==> src/include/stpidx_pkg.sv <==
// Constants, types and helpers for the step/direction indexer
package stpidx_pkg;

  // ****************************************
  // Timing
  // ****************************************
  localparam int CLK_NS = 20;
  localparam int STEP_FLT_NS = 200;
  localparam int RES_FLT_NS = 1250;
  localparam int STB_FLT_NS = 940;
  localparam int INIT_FLT_NS = 625;
  localparam int WAKE_NS = 7500;
  localparam int LVL_FLT_CYC = 1;
  localparam int STEP_FLT_CYC = (STEP_FLT_NS + CLK_NS - 1) / CLK_NS;
  localparam int RES_FLT_CYC = (RES_FLT_NS + CLK_NS - 1) / CLK_NS;
  localparam int STB_FLT_CYC = (STB_FLT_NS + CLK_NS - 1) / CLK_NS;
  localparam int INIT_FLT_CYC = (INIT_FLT_NS + CLK_NS - 1) / CLK_NS;
  localparam int WAKE_CYC = (WAKE_NS + CLK_NS - 1) / CLK_NS;
  localparam int WARM_W = $clog2(WAKE_CYC + 1);

  // ****************************************
  // Angle and current
  // ****************************************
  localparam logic [6:0] INIT_IDX = 7'h10;
  localparam logic [6:0] QTR_IDX = 7'h20;
  localparam logic [6:0] FULL_OFF = 7'h10;
  localparam logic [4:0] DIAG_POS = 5'h10;
  localparam logic signed [7:0] FULL_PCT = 8'sh64;
  localparam logic [6:0] MAG [0:32] = '{
    7'h64, 7'h64, 7'h64, 7'h63, 7'h62, 7'h61, 7'h60, 7'h5e, 7'h5c,
    7'h5a, 7'h58, 7'h56, 7'h53, 7'h50, 7'h4d, 7'h4a, 7'h47, 7'h43,
    7'h3f, 7'h3c, 7'h38, 7'h34, 7'h2f, 7'h2b, 7'h26, 7'h22, 7'h1d,
    7'h19, 7'h14, 7'h0f, 7'h0a, 7'h05, 7'h00};

  // ****************************************
  // Reset values
  // ****************************************
  localparam logic [2:0] SEL_RST = 3'h0;
  localparam logic [1:0] LVL_RST = 2'h0;
  localparam logic [0:0] BIT_RST = 1'h0;
  localparam logic signed [7:0] INIT_PCT = 8'sh47;

  // Order matches the select code {sel0, sel1, sel2}
  typedef enum logic [2:0] {
    RES_STBY, RES_FULL, RES_HALFA, RES_QUART,
    RES_HALFB, RES_8, RES_16, RES_32
  } stpidx_res_type;

  function automatic logic [6:0] stpidx_inc(input stpidx_res_type r);
    case (r)
      RES_32: stpidx_inc = 7'h01;
      RES_16: stpidx_inc = 7'h02;
      RES_8: stpidx_inc = 7'h04;
      RES_QUART: stpidx_inc = 7'h08;
      RES_HALFA, RES_HALFB: stpidx_inc = 7'h10;
      RES_FULL: stpidx_inc = 7'h20;
      default: stpidx_inc = 7'h00;
    endcase
  endfunction : stpidx_inc

  function automatic logic [6:0] stpidx_off(input stpidx_res_type r);
    stpidx_off = (r == RES_FULL) ? FULL_OFF : 7'h00;
  endfunction : stpidx_off

  function automatic logic signed [7:0] stpidx_cos(input logic [6:0] a);
    logic [5:0] r;
    logic [5:0] m;
    r = {1'b0, a[4:0]};
    m = 6'h20 - r;
    case (a[6:5])
      2'h0: stpidx_cos = $signed({1'b0, MAG[r]});
      2'h1: stpidx_cos = -$signed({1'b0, MAG[m]});
      2'h2: stpidx_cos = -$signed({1'b0, MAG[r]});
      default: stpidx_cos = $signed({1'b0, MAG[m]});
    endcase
  endfunction : stpidx_cos

endpackage : stpidx_pkg

==> src/include/stpidx_flt_if.sv <==
// Raw pin level in, filtered level out, between top and filter
`timescale 1ns/1ps
`default_nettype none
interface stpidx_flt_if #(parameter int W = 1);
  logic [W-1:0] pin;
  logic [W-1:0] flt;
  modport filt(input pin, output flt);
  modport user(output pin, input flt);
endinterface : stpidx_flt_if
`default_nettype wire

==> src/stpidx_filt.sv <==
// Two-stage synchroniser followed by a stable-for-N-cycles filter
`timescale 1ns/1ps
`default_nettype none
module stpidx_filt
  import stpidx_pkg::*;
#(
  parameter int W = 1,
  parameter int CNT = 1,
  parameter logic [W-1:0] RST = '0
) (
  input wire logic i_mclk,
  input wire logic i_rstn,
  stpidx_flt_if.filt f
);

  localparam int CW = $clog2(CNT + 1);

  typedef struct packed {
    logic [W-1:0] s1;
    logic [W-1:0] s2;
    logic [W-1:0] s3;
    logic [W-1:0] flt;
    logic [CW-1:0] cnt;
  } stpidx_filt_state_type;

  stpidx_filt_state_type q;
  stpidx_filt_state_type d;

  // ****************************************
  // Filter
  // ****************************************
  // Any bounce restarts the count, so a level must hold CNT + 1 cycles
  always_comb begin
    d = q;
    d.s1 = f.pin;
    d.s2 = q.s1;
    d.s3 = q.s2;
    if (q.s2 == q.flt || q.s2 != q.s3) begin
      d.cnt = '0;
    end else if (q.cnt == CW'(CNT - 1)) begin
      d.flt = q.s2;
      d.cnt = '0;
    end else begin
      d.cnt = q.cnt + 1'b1;
    end
  end

  always_ff @(posedge i_mclk or negedge i_rstn) begin
    if (!i_rstn) begin
      q <= '{s1: RST, s2: RST, s3: RST, flt: RST, cnt: '0};
    end else begin
      q <= d;
    end
  end

  assign f.flt = q.flt;
endmodule : stpidx_filt
`default_nettype wire

==> src/stpidx_top.sv <==
// Step/direction indexer: angle counter, current table and bridge control
`timescale 1ns/1ps
`default_nettype none
module stpidx_top
  import stpidx_pkg::*;
(
  input wire logic i_mclk,
  input wire logic i_rstn,
  input wire logic i_step_clk,
  input wire logic i_rotation_direction,
  input wire logic i_out_en,
  input wire logic i_step_res_sel0,
  input wire logic i_step_res_sel1,
  input wire logic i_step_res_sel2,
  input wire logic i_angle_init,
  input wire logic i_home_angle_flag,
  output logic o_home_angle_flag,
  output logic o_home_angle_flag_oe,
  output logic o_internal_oscillator,
  output logic o_bridge_oe,
  output logic o_a_pos,
  output logic o_a_neg,
  output logic o_b_pos,
  output logic o_b_neg,
  output logic signed [7:0] o_cur_a,
  output logic signed [7:0] o_cur_b
);

  typedef struct packed {
    logic [6:0] idx;
    stpidx_res_type last_res;
    logic step_prev;
    logic [WARM_W-1:0] warm;
    logic signed [7:0] cur_a;
    logic signed [7:0] cur_b;
    logic a_pos;
    logic a_neg;
    logic b_pos;
    logic b_neg;
    logic oe;
    logic home_oe;
    logic osc;
  } stpidx_top_state_type;

  stpidx_top_state_type q;
  stpidx_top_state_type d;

  // ****************************************
  // Input filters
  // ****************************************
  stpidx_flt_if #(.W(3)) sel_if ();
  stpidx_flt_if #(.W(3)) stb_if ();
  stpidx_flt_if #(.W(1)) init_if ();
  stpidx_flt_if #(.W(1)) step_if ();
  stpidx_flt_if #(.W(2)) lvl_if ();

  assign sel_if.pin = {i_step_res_sel0, i_step_res_sel1, i_step_res_sel2};
  assign stb_if.pin = {i_step_res_sel0, i_step_res_sel1, i_step_res_sel2};
  assign init_if.pin = i_angle_init;
  assign step_if.pin = i_step_clk;
  assign lvl_if.pin = {i_rotation_direction, i_out_en};

  stpidx_filt #(.W(3), .CNT(RES_FLT_CYC), .RST(SEL_RST)) u_sel_filt (
    .i_mclk(i_mclk),
    .i_rstn(i_rstn),
    .f(sel_if.filt)
  );

  stpidx_filt #(.W(3), .CNT(STB_FLT_CYC), .RST(SEL_RST)) u_stb_filt (
    .i_mclk(i_mclk),
    .i_rstn(i_rstn),
    .f(stb_if.filt)
  );

  stpidx_filt #(.W(1), .CNT(INIT_FLT_CYC), .RST(BIT_RST)) u_init_filt (
    .i_mclk(i_mclk),
    .i_rstn(i_rstn),
    .f(init_if.filt)
  );

  // Stands in for the analog glitch filter on the step pin
  stpidx_filt #(.W(1), .CNT(STEP_FLT_CYC), .RST(BIT_RST)) u_step_filt (
    .i_mclk(i_mclk),
    .i_rstn(i_rstn),
    .f(step_if.filt)
  );

  stpidx_filt #(.W(2), .CNT(LVL_FLT_CYC), .RST(LVL_RST)) u_lvl_filt (
    .i_mclk(i_mclk),
    .i_rstn(i_rstn),
    .f(lvl_if.filt)
  );

  // ****************************************
  // Decoded controls
  // ****************************************
  stpidx_res_type res;
  logic stb_f;
  logic init_f;
  logic step_f;
  logic dir_f;
  logic en_f;
  logic active;
  logic step_rise;
  logic [6:0] inc;
  logic [6:0] off;
  logic [6:0] snap;
  logic full_pwr;

  assign res = stpidx_res_type'(sel_if.flt);
  assign stb_f = (stb_if.flt == 3'h0);
  assign init_f = init_if.flt[0];
  assign step_f = step_if.flt[0];
  assign dir_f = lvl_if.flt[1];
  assign en_f = lvl_if.flt[0];
  assign active = !stb_f && (q.warm == '0);
  assign step_rise = step_f && !q.step_prev;
  assign inc = stpidx_inc(res);
  assign off = stpidx_off(res);
  assign full_pwr = (res == RES_FULL) || (res == RES_HALFA);

  // Nearest grid point of the new resolution, ties go forward
  assign snap = ((q.idx - off + (inc >> 1)) & ~(inc - 7'h01)) + off;

  // ****************************************
  // Indexer
  // ****************************************
  always_comb begin
    d = q;
    d.step_prev = step_f;
    // Warm-up counter is held full in standby and drains after wake
    if (stb_f) begin
      d.warm = WARM_W'(WAKE_CYC);
    end else if (q.warm != '0) begin
      d.warm = q.warm - 1'b1;
    end
    if (init_f) begin
      d.idx = INIT_IDX;
      d.last_res = res;
    end else if (step_rise && active) begin
      if (res != q.last_res) begin
        d.idx = snap;
      end else if (dir_f) begin
        d.idx = q.idx + inc;
      end else begin
        d.idx = q.idx - inc;
      end
      d.last_res = res;
    end
    d.cur_a = stpidx_cos(d.idx);
    d.cur_b = stpidx_cos(d.idx - QTR_IDX);
    // Half step a and full step run the diagonals at full current
    if (full_pwr && d.idx[4:0] == DIAG_POS) begin
      d.cur_a = d.cur_a[7] ? -FULL_PCT : FULL_PCT;
      d.cur_b = d.cur_b[7] ? -FULL_PCT : FULL_PCT;
    end
    d.oe = en_f && active;
    d.a_pos = d.oe && (!d.cur_a[7] == dir_f);
    d.a_neg = d.oe && (!d.cur_a[7] != dir_f);
    d.b_pos = d.oe && (!d.cur_b[7] == dir_f);
    d.b_neg = d.oe && (!d.cur_b[7] != dir_f);
    d.home_oe = (d.idx == INIT_IDX);
    d.osc = !stb_f;
  end

  always_ff @(posedge i_mclk or negedge i_rstn) begin
    if (!i_rstn) begin
      q <= '{
        idx: INIT_IDX,
        last_res: RES_STBY,
        step_prev: 1'b0,
        warm: WARM_W'(WAKE_CYC),
        cur_a: INIT_PCT,
        cur_b: INIT_PCT,
        a_pos: 1'b0,
        a_neg: 1'b0,
        b_pos: 1'b0,
        b_neg: 1'b0,
        oe: 1'b0,
        home_oe: 1'b1,
        osc: 1'b0
      };
    end else begin
      q <= d;
    end
  end

  // ****************************************
  // Outputs
  // ****************************************
  // Open drain: only ever pulls low
  assign o_home_angle_flag = 1'b0;
  assign o_home_angle_flag_oe = q.home_oe;
  assign o_internal_oscillator = q.osc;
  assign o_bridge_oe = q.oe;
  assign o_a_pos = q.a_pos;
  assign o_a_neg = q.a_neg;
  assign o_b_pos = q.b_pos;
  assign o_b_neg = q.b_neg;
  assign o_cur_a = q.cur_a;
  assign o_cur_b = q.cur_b;
endmodule : stpidx_top
`default_nettype wire

==> config.mk <==
export PLATFORM = sky130hd
export DESIGN_NAME = stpidx_top
export DESIGN_NICKNAME = d
export VERILOG_FILES = /design/src/include/stpidx_pkg.sv /design/src/include/stpidx_flt_if.sv /design/src/stpidx_filt.sv /design/src/stpidx_top.sv
export SDC_FILE = /design/constraint.sdc
export NUM_CORES = 1
export LEC_CHECK = 0
export ABC_CLOCK_PERIOD_IN_PS = 5900
export CORE_MARGIN = 2
export CORE_UTILIZATION = 60
export CTS_BUF_LIST = sky130_fd_sc_hd__clkbuf_4
export DETAILED_ROUTE_END_ITERATION = 10
export DONT_BUFFER_PORTS = 1
export PLACE_DENSITY = 0.86
export SLEW_MARGIN = 20
export SYNTH_ARGS = -nofsm -noshare
export SYNTH_HDL_FRONTEND = slang
export SYNTH_HIERARCHICAL = 1
export SYNTH_SLANG_ARGS = --single-unit
==> constraint.sdc <==
create_clock -name i_mclk -period 5.9 [get_ports i_mclk]
set_input_delay 0 -clock i_mclk [delete_from_list [all_inputs] [get_ports i_mclk]]
set_output_delay 0 -clock i_mclk [all_outputs]
set_load 0.02 [all_outputs]
* After elaboration in Yosys (flattened, before gate mapping)
Memory sizes are Yosys's and may differ from the RTL's. Index checks and enable logic that the tools add are counted.
Operators by class: add/sub/neg operators 19, magnitude comparators 4, eq/ne operators 31, mux-type cells 31, bitwise gates (word level) 12, reductions and logical operators 32
Operators by type and width (number):
- 7-bit 2-to-1 mux | 10
- 8-bit case mux with 3 select lines | 2
- 6-bit 2-to-1 mux | 6
- 6-bit case mux with 6 select lines | 1
- 7-bit negator with 8-bit output | 4
- 7-bit >= comparator (second input constant) | 4
- 10-bit 2-to-1 mux | 2
- 6-bit by 1-bit adder with 6-bit output (second input constant) | 3
- 9-bit 2-to-1 mux | 2
- 16-bit 2-to-1 mux | 1
- 8-bit 2-to-1 mux | 2
- 5-bit inverter with 7-bit output | 2
- 6-bit inverter with 7-bit output | 2
- 3-bit equality test (second input constant) | 4
- 6-bit equality test (second input constant) | 2
- 6-bit by 5-bit subtractor with 6-bit output (first input constant) | 2
- 2-bit AND reduction | 5
- 1-bit logical AND | 9
- 9-bit zero test | 1
- 9-bit nonzero test | 1
- 9-bit by 1-bit subtractor with 9-bit output (second input constant) | 1
- 4-bit 2-to-1 mux | 2
- 7-bit by 5-bit adder with 7-bit output | 1
- 7-bit by 6-bit adder with 7-bit output | 1
- 32 further kinds | 59
Storage, ports and cells: flip-flop bits (word level) 97, bits in read-only memories 1792, bits of input ports 10, word-level logic and storage cells 168, memories kept 4
Memories:
- (name not given) | depth 64, bits a word 7, read ports 1, clocked after Yosys merged registers in 0, wr ports 0, line stpidx_pkg.sv:74 | default: stpidx_cos = $signed({1'b0, MAG[m]});
- (name not given) | depth 64, bits a word 7, read ports 1, clocked after Yosys merged registers in 0, wr ports 0, line stpidx_pkg.sv:73 | 2'h2: stpidx_cos = -$signed({1'b0, MAG[r]});
- (name not given) | depth 64, bits a word 7, read ports 1, clocked after Yosys merged registers in 0, wr ports 0, line stpidx_pkg.sv:74
- (name not given) | depth 64, bits a word 7, read ports 1, clocked after Yosys merged registers in 0, wr ports 0, line stpidx_pkg.sv:73

* Longest topological paths before layout
Gate-level depths: netlist of the first run.
word-level depth 23, mapped depth 32, mapped depth without buffers 27

* By module
The synthesis of the first run kept the hierarchy.
By module, submodules not included:
- stpidx_top | times used 1, cells an instance 547, area an instance 4625.7 um^2, sequential area each 1097.3 um^2
- stpidx_filt at u_stb_filt | times used 1, cells an instance 56, area an instance 716.9 um^2, sequential area each 450.4 um^2
- stpidx_filt at u_sel_filt | times used 1, cells an instance 54, area an instance 713.2 um^2, sequential area each 450.4 um^2
- stpidx_filt at u_init_filt | times used 1, cells an instance 34, area an instance 406.6 um^2, sequential area each 250.2 um^2
- stpidx_filt at u_step_filt | times used 1, cells an instance 26, area an instance 324.1 um^2, sequential area each 200.2 um^2
- stpidx_filt at u_lvl_filt | times used 1, cells an instance 18, area an instance 265.3 um^2, sequential area each 200.2 um^2

* Worst setup path after synthesis of the first run
Ideal clock, no wire load.
kind register to register, start register u_sel_filt.q, in the netlist u_sel_filt/f.flt[2], end register q, in the netlist o_cur_a[5], data arrival time 5399 ps, required time 5829 ps, setup slack 429 ps, cell stages (with the launch flop) 25, path buffers 5, period minus slack after synthesis 5471 ps, cell sequence dfrtp_1 > buf_4 > clkbuf_1 > clkbuf_1 > nand2_1 > a21oi_1 > inv_1 > fa_1 > or4_1 > a31oi_1 > nand2_1 > ha_1 > inv_1 > nor3_1 > ha_1 > buf_1 > inv_1 > a31oi_1 > o32ai_2 > o22a_4 > or3b_1 > buf_2 > o21a_1 > o31a_1 > nor2_1
RTL lines:
- from (decl) | line stpidx_filt.sv:26 | stpidx_filt_state_type q;
- from (signal assigned) | line stpidx_filt.sv:50 | q <= '{s1: RST, s2: RST, s3: RST, flt: RST, cnt: '0};
- to (signal assigned) | line stpidx_top.sv:168 | q <= '{
- to (decl) | line stpidx_top.sv:45 | stpidx_top_state_type q;

==> impl_metrics.toml, run 1 <==
[status]
status = "complete, no violations"

[grt]
grt_pass1_vias = 5485
grt_max_degree = 106
antenna_found_initial = 0
track_usage_pct = 25.62
grt_first_pass_wirelength_mm = 26.45
grt_remaining_overflow = 0

[sta]
final_max_slew_viol_count = 0
post-route-min-period_ps = 5516
hold_viol = 0
period_share_pct = 93.49
max_freq_ghz = 0.1813
skew_ps = 20.22
fin_tns_setup_ps = 0
rsz0062_at_grt = "no"
relSlewSlack_pct = 44.58
worst_pin_slew_ps = 823.7
whs_ps = 60.07
setup_viol_count_final = 0

[power]
powerDensity_nw_per_um2 = 151.2
p_leak_nw = 3.211
fin_total_pwr_mw = 1.111
irDropWorstVdd_mv = 0.1737

[worst_setup_path]
start_kind = "register"
cp-end-kind = "register"
crit_fanout = 17
cp.arrival_ps = 5920
ff2ff_setup_slack_ps = 380
crit_type = "register to register"
r2r-end = "o_cur_b[5]"
r2r-start = "u_sel_filt/f.flt[1]"
rr_worst_depth = 18
required_ps = 6300

[die]
die_w_um = 112.4
fp.dieH_um = 112.4
io-pin-count = 34
initial_utilization_pct = 61.49
core_area_um2 = 11470
rows = 39
die_area_um2 = 12640

[layout]
instances_no_fill = 881
mostFrequentLayoutCell = "dfrtp_1"
num-nets-final = 785
antenna_cells = 0
fill_cells = 900
multi_input_area_um2 = 3936
final_cell_mix = "dfrtp_1, nor2_1, nand2_1"
seqCellArea_um2 = 2649
area.growth.synth_to_final_pct = 4.223
drive_gt1_share_pct = 16.26

[clocking]
clk_latency_ps = 490
cts_setup_buffers = 0
root_buffer = "clkbuf_4"
clock_sinks = 105
path_clk_slew_ps = 150
cts-buffers-inserted = 9
tritoncts = "built"
htreeDepth = 3
cts_max_path_buffers = 2

[synthesis]
synth_ff_type = "dfrtp_1"
syn-cell-area_um2 = 7052
synth_cells = 735
ys_seq_elements = 105
synth_edf_count = 0
async_reset_ff_share_pct = 100.0
yosys_warnings = 6
ys_seq_area_share_pct = 37.56
synthesis.nets = 787
syn_avg_cell_area_um2 = 9.594
synth_area_leader_cell = "dfrtp_1"
ys_types = 96
synth_top_area_share_pct = 31.23
synth.area.top_cells = "dfrtp_1, ha_1, dfstp_2, xnor2_1, nor2_1"

[place]
port_buffers = 0
gp_congestion = 0.9314
dp_hpwl_mm = 11.25
dpl.cell_count = 856

[worst_hold_path]
min-delay-start = "i_angle_init"
hold_class = "primary input to register"
holdPathStages = 1
holdPathEnd = "u_init_filt/d[8]"

[job]
max_cap_viol_count = 0

[routing]
vias_per_cell = 6.301
dr_total_vias = 5551
route.detailed.drc = 0
first_pass_iters = 5
avgRoutedWirePerCell_um = 17.37
ant_nets = 0
drt-initial-drc-count = 735
drt_wl_total_mm = 15.30
[timing repair]
item,4_1_cts,5_1_grt
setup endpoints to repair,0,1
endpoints found under the hold margin,115,0
gates resized for setup,0,1
hold buffers,9,0
[power by group]
part,total [mW],switching [mW],internal (mW)
logic,0.0497,0.0309,0.0188
registers,0.749,0.0126,0.736
clock network,0.313,0.225,0.0875
[flip-flops by register name (all words and copies together), names as in the netlist, 2 cells and up]
name	count
u_stb_filt/q	9
q	20
u_step_filt/d	2
u_sel_filt/d	6
o_cur_a	8
u_lvl_filt/q	2
u_sel_filt/f.flt	3
o_cur_b	8
u_init_filt/q	7
u_stb_filt/d	6
u_sel_filt/q	9
u_lvl_filt/d	4
u_lvl_filt/f.flt	2
u_step_filt/q	5
u_stb_filt/f.flt	3
u_init_filt/d	2
[through the flow]
step           utilization, %  setup slack [ps]  area (um2)
6_report                64.09             384.1        7350
4_1_cts                 64.07             394.5        7347
3_5_place_dp            62.17             423.5        7129
5_1_grt                 64.09             22.00        7350
2_1_floorplan               -             429.1        7052
3_3_place_gp            62.17             541.8        7129
[metal layers]
metal / up-vias / track usage [%] / share of wire, %
li1: 2619 / - / -
met5: - / 0 / 0
met4: 0 / 9.756 / 2.0
met1: 2704 / 34.33 / 45
met3: 29 / 5.454 / 5.5
met2: 199 / 41.16 / 47
[synth_stat cells (12+ instances only)]
master and number:
ha_1 41, dfstp_2 17, a211oi_1 15, o21ai_0 19, clkbuf_1 16, nor3_1 23, a21oi_1 41, nand3_1 22
buf_4 26, xnor2_1 35, nor2_1 63, mux2_2 12, nand2_1 47, inv_1 43, dfrtp_1 88, xor2_1 24
[kinds of logic (layout without fill, tap and decap cells)]
group / Yosys count / in the layout / synth area share (%)
simple gates: 233 / 233 / 18.04
fa+ha+maj: 42 / 42 / 7.559
other cells: 1 / 1 / 0.05318
mux: 25 / 25 / 3.974
flops: 105 / 105 / 37.56
compound gates: 176 / 176 / 18.83
buf+inv: 94 / 97 / 6.654
xor+xnor: 59 / 59 / 7.328
[how the worst max path moves through the flow]
stage | from | end | cells after the start | slack (ps)
detailed placement | u_sel_filt/f.flt[2] | o_cur_b[6] | 26 | 420
finish | u_sel_filt/f.flt[1] | o_cur_b[5] | 18 | 380
global route | u_sel_filt/f.flt[1] | o_cur_b[5] | 18 | 20
CTS | u_sel_filt/f.flt[2] | o_cur_b[6] | 26 | 390
global placement | u_sel_filt/f.flt[2] | o_cur_b[5] | 22 | 540
floorplan | u_sel_filt/f.flt[2] | o_cur_a[5] | 24 | 430
[final cells by class]
type	count	area share, %
clock buffer	10	1.021
tap	143	2.434
sequential	105	36.04
clock inverter	6	0.4767
multi-input combinational	536	53.56
timing repair buffer	35	4.120
inverter	46	2.349
[worst max-delay path, stage by stage (launching register included)]
cell	delay, ps
dfrtp_1	610
and3_1	250
ha_1	170
inv_1	60
fa_1	430
or4_1	520
a31oi_1	250
nand2_1	250
ha_1	280
buf_4	160
nand3_2	120
nand2_2	220
o211ai_1	250
o221ai_1	180
a211oi_2	600
or3b_1	540
nor4_1	230
a2111oi_0	110
a21o_1	190
(Power assumes the default switching activity.)
==> run 2, diff against run 1 <==
==> constraint.sdc (replaced) <==
create_clock -name i_mclk -period 5.9 [get_ports i_mclk]
set_input_delay 0.295 -clock i_mclk [delete_from_list [all_inputs] [get_ports i_mclk]]
set_output_delay 0.295 -clock i_mclk [all_outputs]
set_load 0.02 [all_outputs]
==> impl_metrics.toml, run 2 (synthesis results as in run 1) <==
[grt]
grt_first_pass_wirelength_mm = 26.12
grt_pass1_vias = 5467
grt_remaining_overflow = 0
track_usage_pct = 25.41
grt_max_degree = 106
antenna_found_initial = 0

[worst_setup_path]
critPathSlowestCell = "a211oi_2"
start_kind = "register"
cp_num_buf_inv = 2
rr_worst_depth = 19
path_delay_family = "compound AO/OA/AOI/OAI gates"
crit_fanout = 11
r2r-start = "u_sel_filt/f.flt[1]"
cp-end-kind = "register"
path_cells = "nand2_1 > or2_2 > ha_1 > inv_1 > ha_1 > a21oi_1 > xnor2_1 > a221o_1 > nand2_1 > inv_1 > nor3_1 > ha_2 > o31ai_2 > a211oi_1 > a211oi_2 > nor3b_1 > a31oi_2 > nor2_1 > nor3_1"
cp.arrival_ps = 5880
crit_type = "register to register"
r2r-end = "o_cur_b[3]"
max_stage_delay_ps = 620
required_ps = 6280
ff2ff_setup_slack_ps = 390

[layout]
top_regs = "q: 20 flops, u_sel_filt/q: 9 flops, u_stb_filt/q: 9 flops"
area.growth.synth_to_final_pct = 5.092
final_cell_mix = "dfrtp_1, nor2_1, nand2_1"
num-nets-final = 785
finish.utilization_pct = 64.63
antenna_cells = 0
largest_reg_flops = 20
drive_gt1_share_pct = 16.94
max_flop_register = "q"
mostFrequentLayoutCell = "dfrtp_1"

[clocking]
clk_latency_ps = 500
cts_setup_buffers = 0
cts-buffers-inserted = 9
root_buffer = "clkbuf_4"
htreeDepth = 3
cts_max_path_buffers = 2
path_clk_slew_ps = 160
clock_sinks = 105
tritoncts = "built"

[die]
core_area_um2 = 11470
initial_utilization_pct = 61.49
rows = 39
die_area_um2 = 12640
fp.dieH_um = 112.4
die_w_um = 112.4
io-pin-count = 34

[place]
dp_hpwl_mm = 11.39
port_buffers = 0
gp_congestion = 0.9196

[routing]
ant_nets = 0
drt-initial-drc-count = 656
drt_wl_total_mm = 15.34
dr_total_vias = 5549
vias_per_cell = 6.299
route.detailed.drc = 0
first_pass_iters = 6
avgRoutedWirePerCell_um = 17.42

[status]
status = "complete, no violations"

[sta]
worst_pin_slew_ps = 728.0
rsz0062_at_grt = "no"
max_freq_ghz = 0.1816
post-route-min-period_ps = 5507
skew_ps = 18.84
setup_viol_count_final = 0
period_share_pct = 93.33
hold_viol = 0
fin_tns_setup_ps = 0
final_max_slew_viol_count = 0
whs_ps = 350.3
relSlewSlack_pct = 51.02

[power]
irDropWorstVdd_mv = 0.1982
powerDensity_nw_per_um2 = 163.4
p_leak_nw = 3.245
fin_total_pwr_mw = 1.211

[worst_hold_path]
hold_class = "primary input to asynchronous set/reset pin"

[job]
max_cap_viol_count = 0
run 2: cell count changes in the layout (fill, tap and decap cells not counted), moves of 2 or more:
cell,delta
clkinv_4,+2
dfrtp_1,-3
bufinv_16,+2
clkinv_1,-2
dfrtp_2,+3
inv_6,+2
clkinvlp_4,-3
run 2: power by group:
part | internal, mW | leakage, nW | switching, mW
clock network | 0.175 | 0.0909 | 0.236
registers | 0.736 | 1.31 | 0.0128
logic | 0.0187 | 1.85 | 0.0321
total | 0.930 | 3.25 | 0.281
run 2: through the flow:
step                      setup slack [ps]  std cells  instance area [um2]
after global routing                 55.35        881                 7411
after CTS                            261.6        881                 7405
after floorplan                      429.1        735                 7052
final                                393.3        881                 7411
after detailed placement             332.5        856                 7129
after global placement               513.0        856                 7129
run 2: worst max-delay path by stage:
stage,cells past startpoint,to,from
global route,26,o_cur_b[6],u_sel_filt/f.flt[1]
floorplan,24,o_cur_a[5],u_sel_filt/f.flt[2]
detailed placement,26,o_cur_b[6],u_sel_filt/f.flt[1]
finish,19,o_cur_b[3],u_sel_filt/f.flt[1]
CTS,26,o_cur_b[6],u_sel_filt/f.flt[1]
global placement,22,o_cur_b[3],u_sel_filt/f.flt[1]
run 2: layout make-up:
type	instances	area, um2
fill	870	4056
multi-input combinational	536	3936
sequential	105	2653
timing repair buffer	35	302.8
tap	143	178.9
inverter	46	172.7
clock inverter	7	100.1
clock buffer	9	67.56
run 2: timing repair:
action | in CTS | in global routing
resized for setup | 0 | 4
hold buffers | 9 | 0
endpoints found under the setup margin | 0 | 12
endpoints found under the hold margin | 115 | 0
run 2: worst reg2reg max path: cells and delay by family (launching register included):
family / cells / cell delay, ps
AOI/OAI and AO/OA: 6 / 1780
DFF: 1 / 540
xor gates and xnor gates: 1 / 130
and+or+nand+nor: 7 / 1790
buffers and inverters: 2 / 100
adders and majority gates: 3 / 1060
run 2: layer usage:
metal  wire length, um  track usage (%)  up-vias
met5                 0                0        -
met2              7258            41.12      246
li1                  -                -     2619
met4               387            10.24        0
met1              6715            34.15     2648
met3               981            4.482       36
==> run 3, diff against run 2 <==
--- a/config.mk
+++ b/config.mk
@@ -5,12 +5,16 @@
 export SDC_FILE = /design/constraint.sdc
 export NUM_CORES = 1
 export LEC_CHECK = 0
+export ABC_AREA = 1
 export ABC_CLOCK_PERIOD_IN_PS = 5900
+export CELL_PAD_IN_SITES_DETAIL_PLACEMENT = 1
+export CELL_PAD_IN_SITES_GLOBAL_PLACEMENT = 1
 export CORE_MARGIN = 2
-export CORE_UTILIZATION = 60
+export CORE_UTILIZATION = 45
 export CTS_BUF_LIST = sky130_fd_sc_hd__clkbuf_4
 export DETAILED_ROUTE_END_ITERATION = 10
 export DONT_BUFFER_PORTS = 1
+export HOLD_SLACK_MARGIN = 0.1
 export PLACE_DENSITY = 0.86
 export SLEW_MARGIN = 20
 export SYNTH_ARGS = -nofsm -noshare
==> impl_metrics.toml, run 3 <==
[status]
status = "complete, no violations"

[routing]
avgRoutedWirePerCell_um = 15.11
dr_total_vias = 5951
drt_wl_total_mm = 17.31
vias_per_cell = 5.197
ant_nets = 0
drt-initial-drc-count = 342
route.detailed.drc = 0
first_pass_iters = 4

[worst_hold_path]
hold_class = "primary input to register"

[synthesis]
yosys_warnings = 6
ys_seq_elements = 105
syn_avg_cell_area_um2 = 7.797
synthesis.nets = 990
synth_top_area_share_pct = 30.11
ys_seq_area_share_pct = 36.22
ys_types = 53
synth_area_leader_cell = "dfrtp_1"
async_reset_ff_share_pct = 100.0
syn-cell-area_um2 = 7313
synth_cells = 938
synth_ff_type = "dfrtp_1"
synth.area.top_cells = "dfrtp_1, nand2_1, ha_1, inv_1, dfstp_2"
synth_edf_count = 0
synth_commonest_cells = "nand2_1, inv_1, dfrtp_1"
yosysMostFrequentCell = "nand2_1"

[grt]
grt_max_degree = 106
track_usage_pct = 21.28
grt_remaining_overflow = 0
grt_first_pass_wirelength_mm = 30.38
antenna_found_initial = 1
grt_pass1_vias = 6341

[layout]
largest_reg_flops = 20
top_regs = "q: 20 flops, u_sel_filt/q: 9 flops, u_stb_filt/q: 9 flops"
drive_gt1_share_pct = 15.84
fill_cells = 2041
max_flop_register = "q"
area.growth.synth_to_final_pct = 3.730
final_cell_mix = "nand2_1, inv_1, dfrtp_1"
seqCellArea_um2 = 2649
num-nets-final = 975
stdcell_area_um2 = 7586
multi_input_area_um2 = 3882
mostFrequentLayoutCell = "nand2_1"

[die]
rows = 46
initial_utilization_pct = 46.04
die_w_um = 131.5
core_area_um2 = 15890
fp.dieH_um = 131.5
die_area_um2 = 17290
io-pin-count = 34

[place]
dp_hpwl_mm = 13.13
placed_area_um2 = 7333
gp_congestion = 0.8501
port_buffers = 0

[power]
sequentialPowerShare_pct = 62.0
internal-power_mw = 0.8947
clkPwrFrac_pct = 32.6
p_comb_share_pct = 5.3
powerDensity_nw_per_um2 = 160.4
irDropWorstVdd_mv = 0.08678
p_leak_nw = 4.022
switching_power_mw = 0.3218
p_sw_share_pct = 26.46

[clocking]
clock_sinks = 105
cts-buffers-inserted = 9
path_clk_slew_ps = 160
post_cts_resized = 0
tritoncts = "built"
cts_setup_buffers = 0
cts_max_path_buffers = 2
clk_latency_ps = 520
root_buffer = "clkbuf_4"
hold_buffers = 9
htreeDepth = 3

[worst_setup_path]
crit_fanout = 9
crit_type = "register to register"
max_stage_delay_ps = 590
required_ps = 6340
cp-end-kind = "register"
cp.arrival_ps = 5390
critPathSlowestCell = "dfrtp_1"
ff2ff_setup_slack_ps = 960
path_delay_family = "adder cells"
start_kind = "register"
cp_num_buf_inv = 6

[sta]
fin_tns_setup_ps = 0
rsz0062_at_grt = "no"
post-route-min-period_ps = 4943
skew_ps = 25.83
setup_viol_count_final = 0
final_max_slew_viol_count = 0
max_freq_ghz = 0.2023
relSlewSlack_pct = 38.28
hold_viol = 0
worst_pin_slew_ps = 922.3
period_share_pct = 83.79

[job]
max_cap_viol_count = 0
## run 3: cell types whose count changed in the layout (fill, tap and decap cells not counted), sizes merged, moves of 13 or more
cell / delta
nand2: +249
inv: +92
nand3: +73
xnor2: -27
buf: -25
nand4: +19
nor3: -18
xor2: -16
a211oi: -14
mux2: -14
a21oi: -13
## run 3: cells by family (layout without fill, tap and decap cells)
logic type               Yosys count  after routing  synth area share [%]
buffers and inverters            175            165                 10.78
AO/OA/AOI/OAI                     83             83                 6.963
adder cells (fa/ha/maj)           42             42                 7.288
XOR/XNOR                          16             16                 2.224
flip-flops                       105            105                 36.22
other                              1              2               0.05128
AND/OR/NAND/NOR                  516            516                 36.48
## run 3: routing by layer
layer	track usage, %	up-vias	part of all wire [%]
met5	0	-	0
met4	6.703	0	1.8
met3	3.511	23	2.5
met2	36.88	61	50
met1	27.12	2919	46
li1	-	2948	-
## run 3: stage by stage
stage,hold WS [ps],worst slack (ps),power [mW],util [%],std cells
after floorplan,-0.5911,1694,0.8012,-,938
after global placement,1.736,1156,0.8073,46.16,1119
after detailed placement,1.499,997.6,0.8119,46.16,1119
after CTS,281.6,942.2,1.232,47.74,1144
after global routing,301.9,487.6,1.266,47.76,1145
final,320.4,956.6,1.217,47.76,1145
## run 3: area by class of cell
| class | instances | area share (%) |
|---|---|---|
| multi-input cells | 658 | 51.18 |
| flip-flops and latches | 105 | 34.92 |
| inverters | 139 | 6.911 |
| well taps | 216 | 3.563 |
| repair buffers | 10 | 1.517 |
| clock buffers | 10 | 0.9896 |
| clock inverters | 6 | 0.8906 |
| diodes | 1 | 0.03299 |
## run 3: final timing paths
path	start	to	cells after the start
worst max-delay path	u_sel_filt/f.flt[1]	o_cur_a[2]	26
worst max register to register	u_sel_filt/f.flt[1]	o_cur_a[2]	26
worst min register to register	u_init_filt/d[8]	u_init_filt/d[7]	0
min in group asynchronous	i_rstn	q[36]	2
worst min-delay path	i_step_clk	u_step_filt/d[6]	1
max in group asynchronous	i_rstn	o_cur_b[1]	2
## run 3: power by group through the flow
| stage | clock network (mW) | registers (mW) | logic [mW] |
|---|---|---|---|
| 2_1_floorplan | 0 | 0.760 | 0.0412 |
| 3_3_place_gp | 0 | 0.766 | 0.0416 |
| 3_5_place_dp | 0 | 0.768 | 0.0444 |
| 4_1_cts | 0.411 | 0.755 | 0.0665 |
| 5_1_grt | 0.434 | 0.758 | 0.0745 |
| 6_report | 0.397 | 0.754 | 0.0649 |
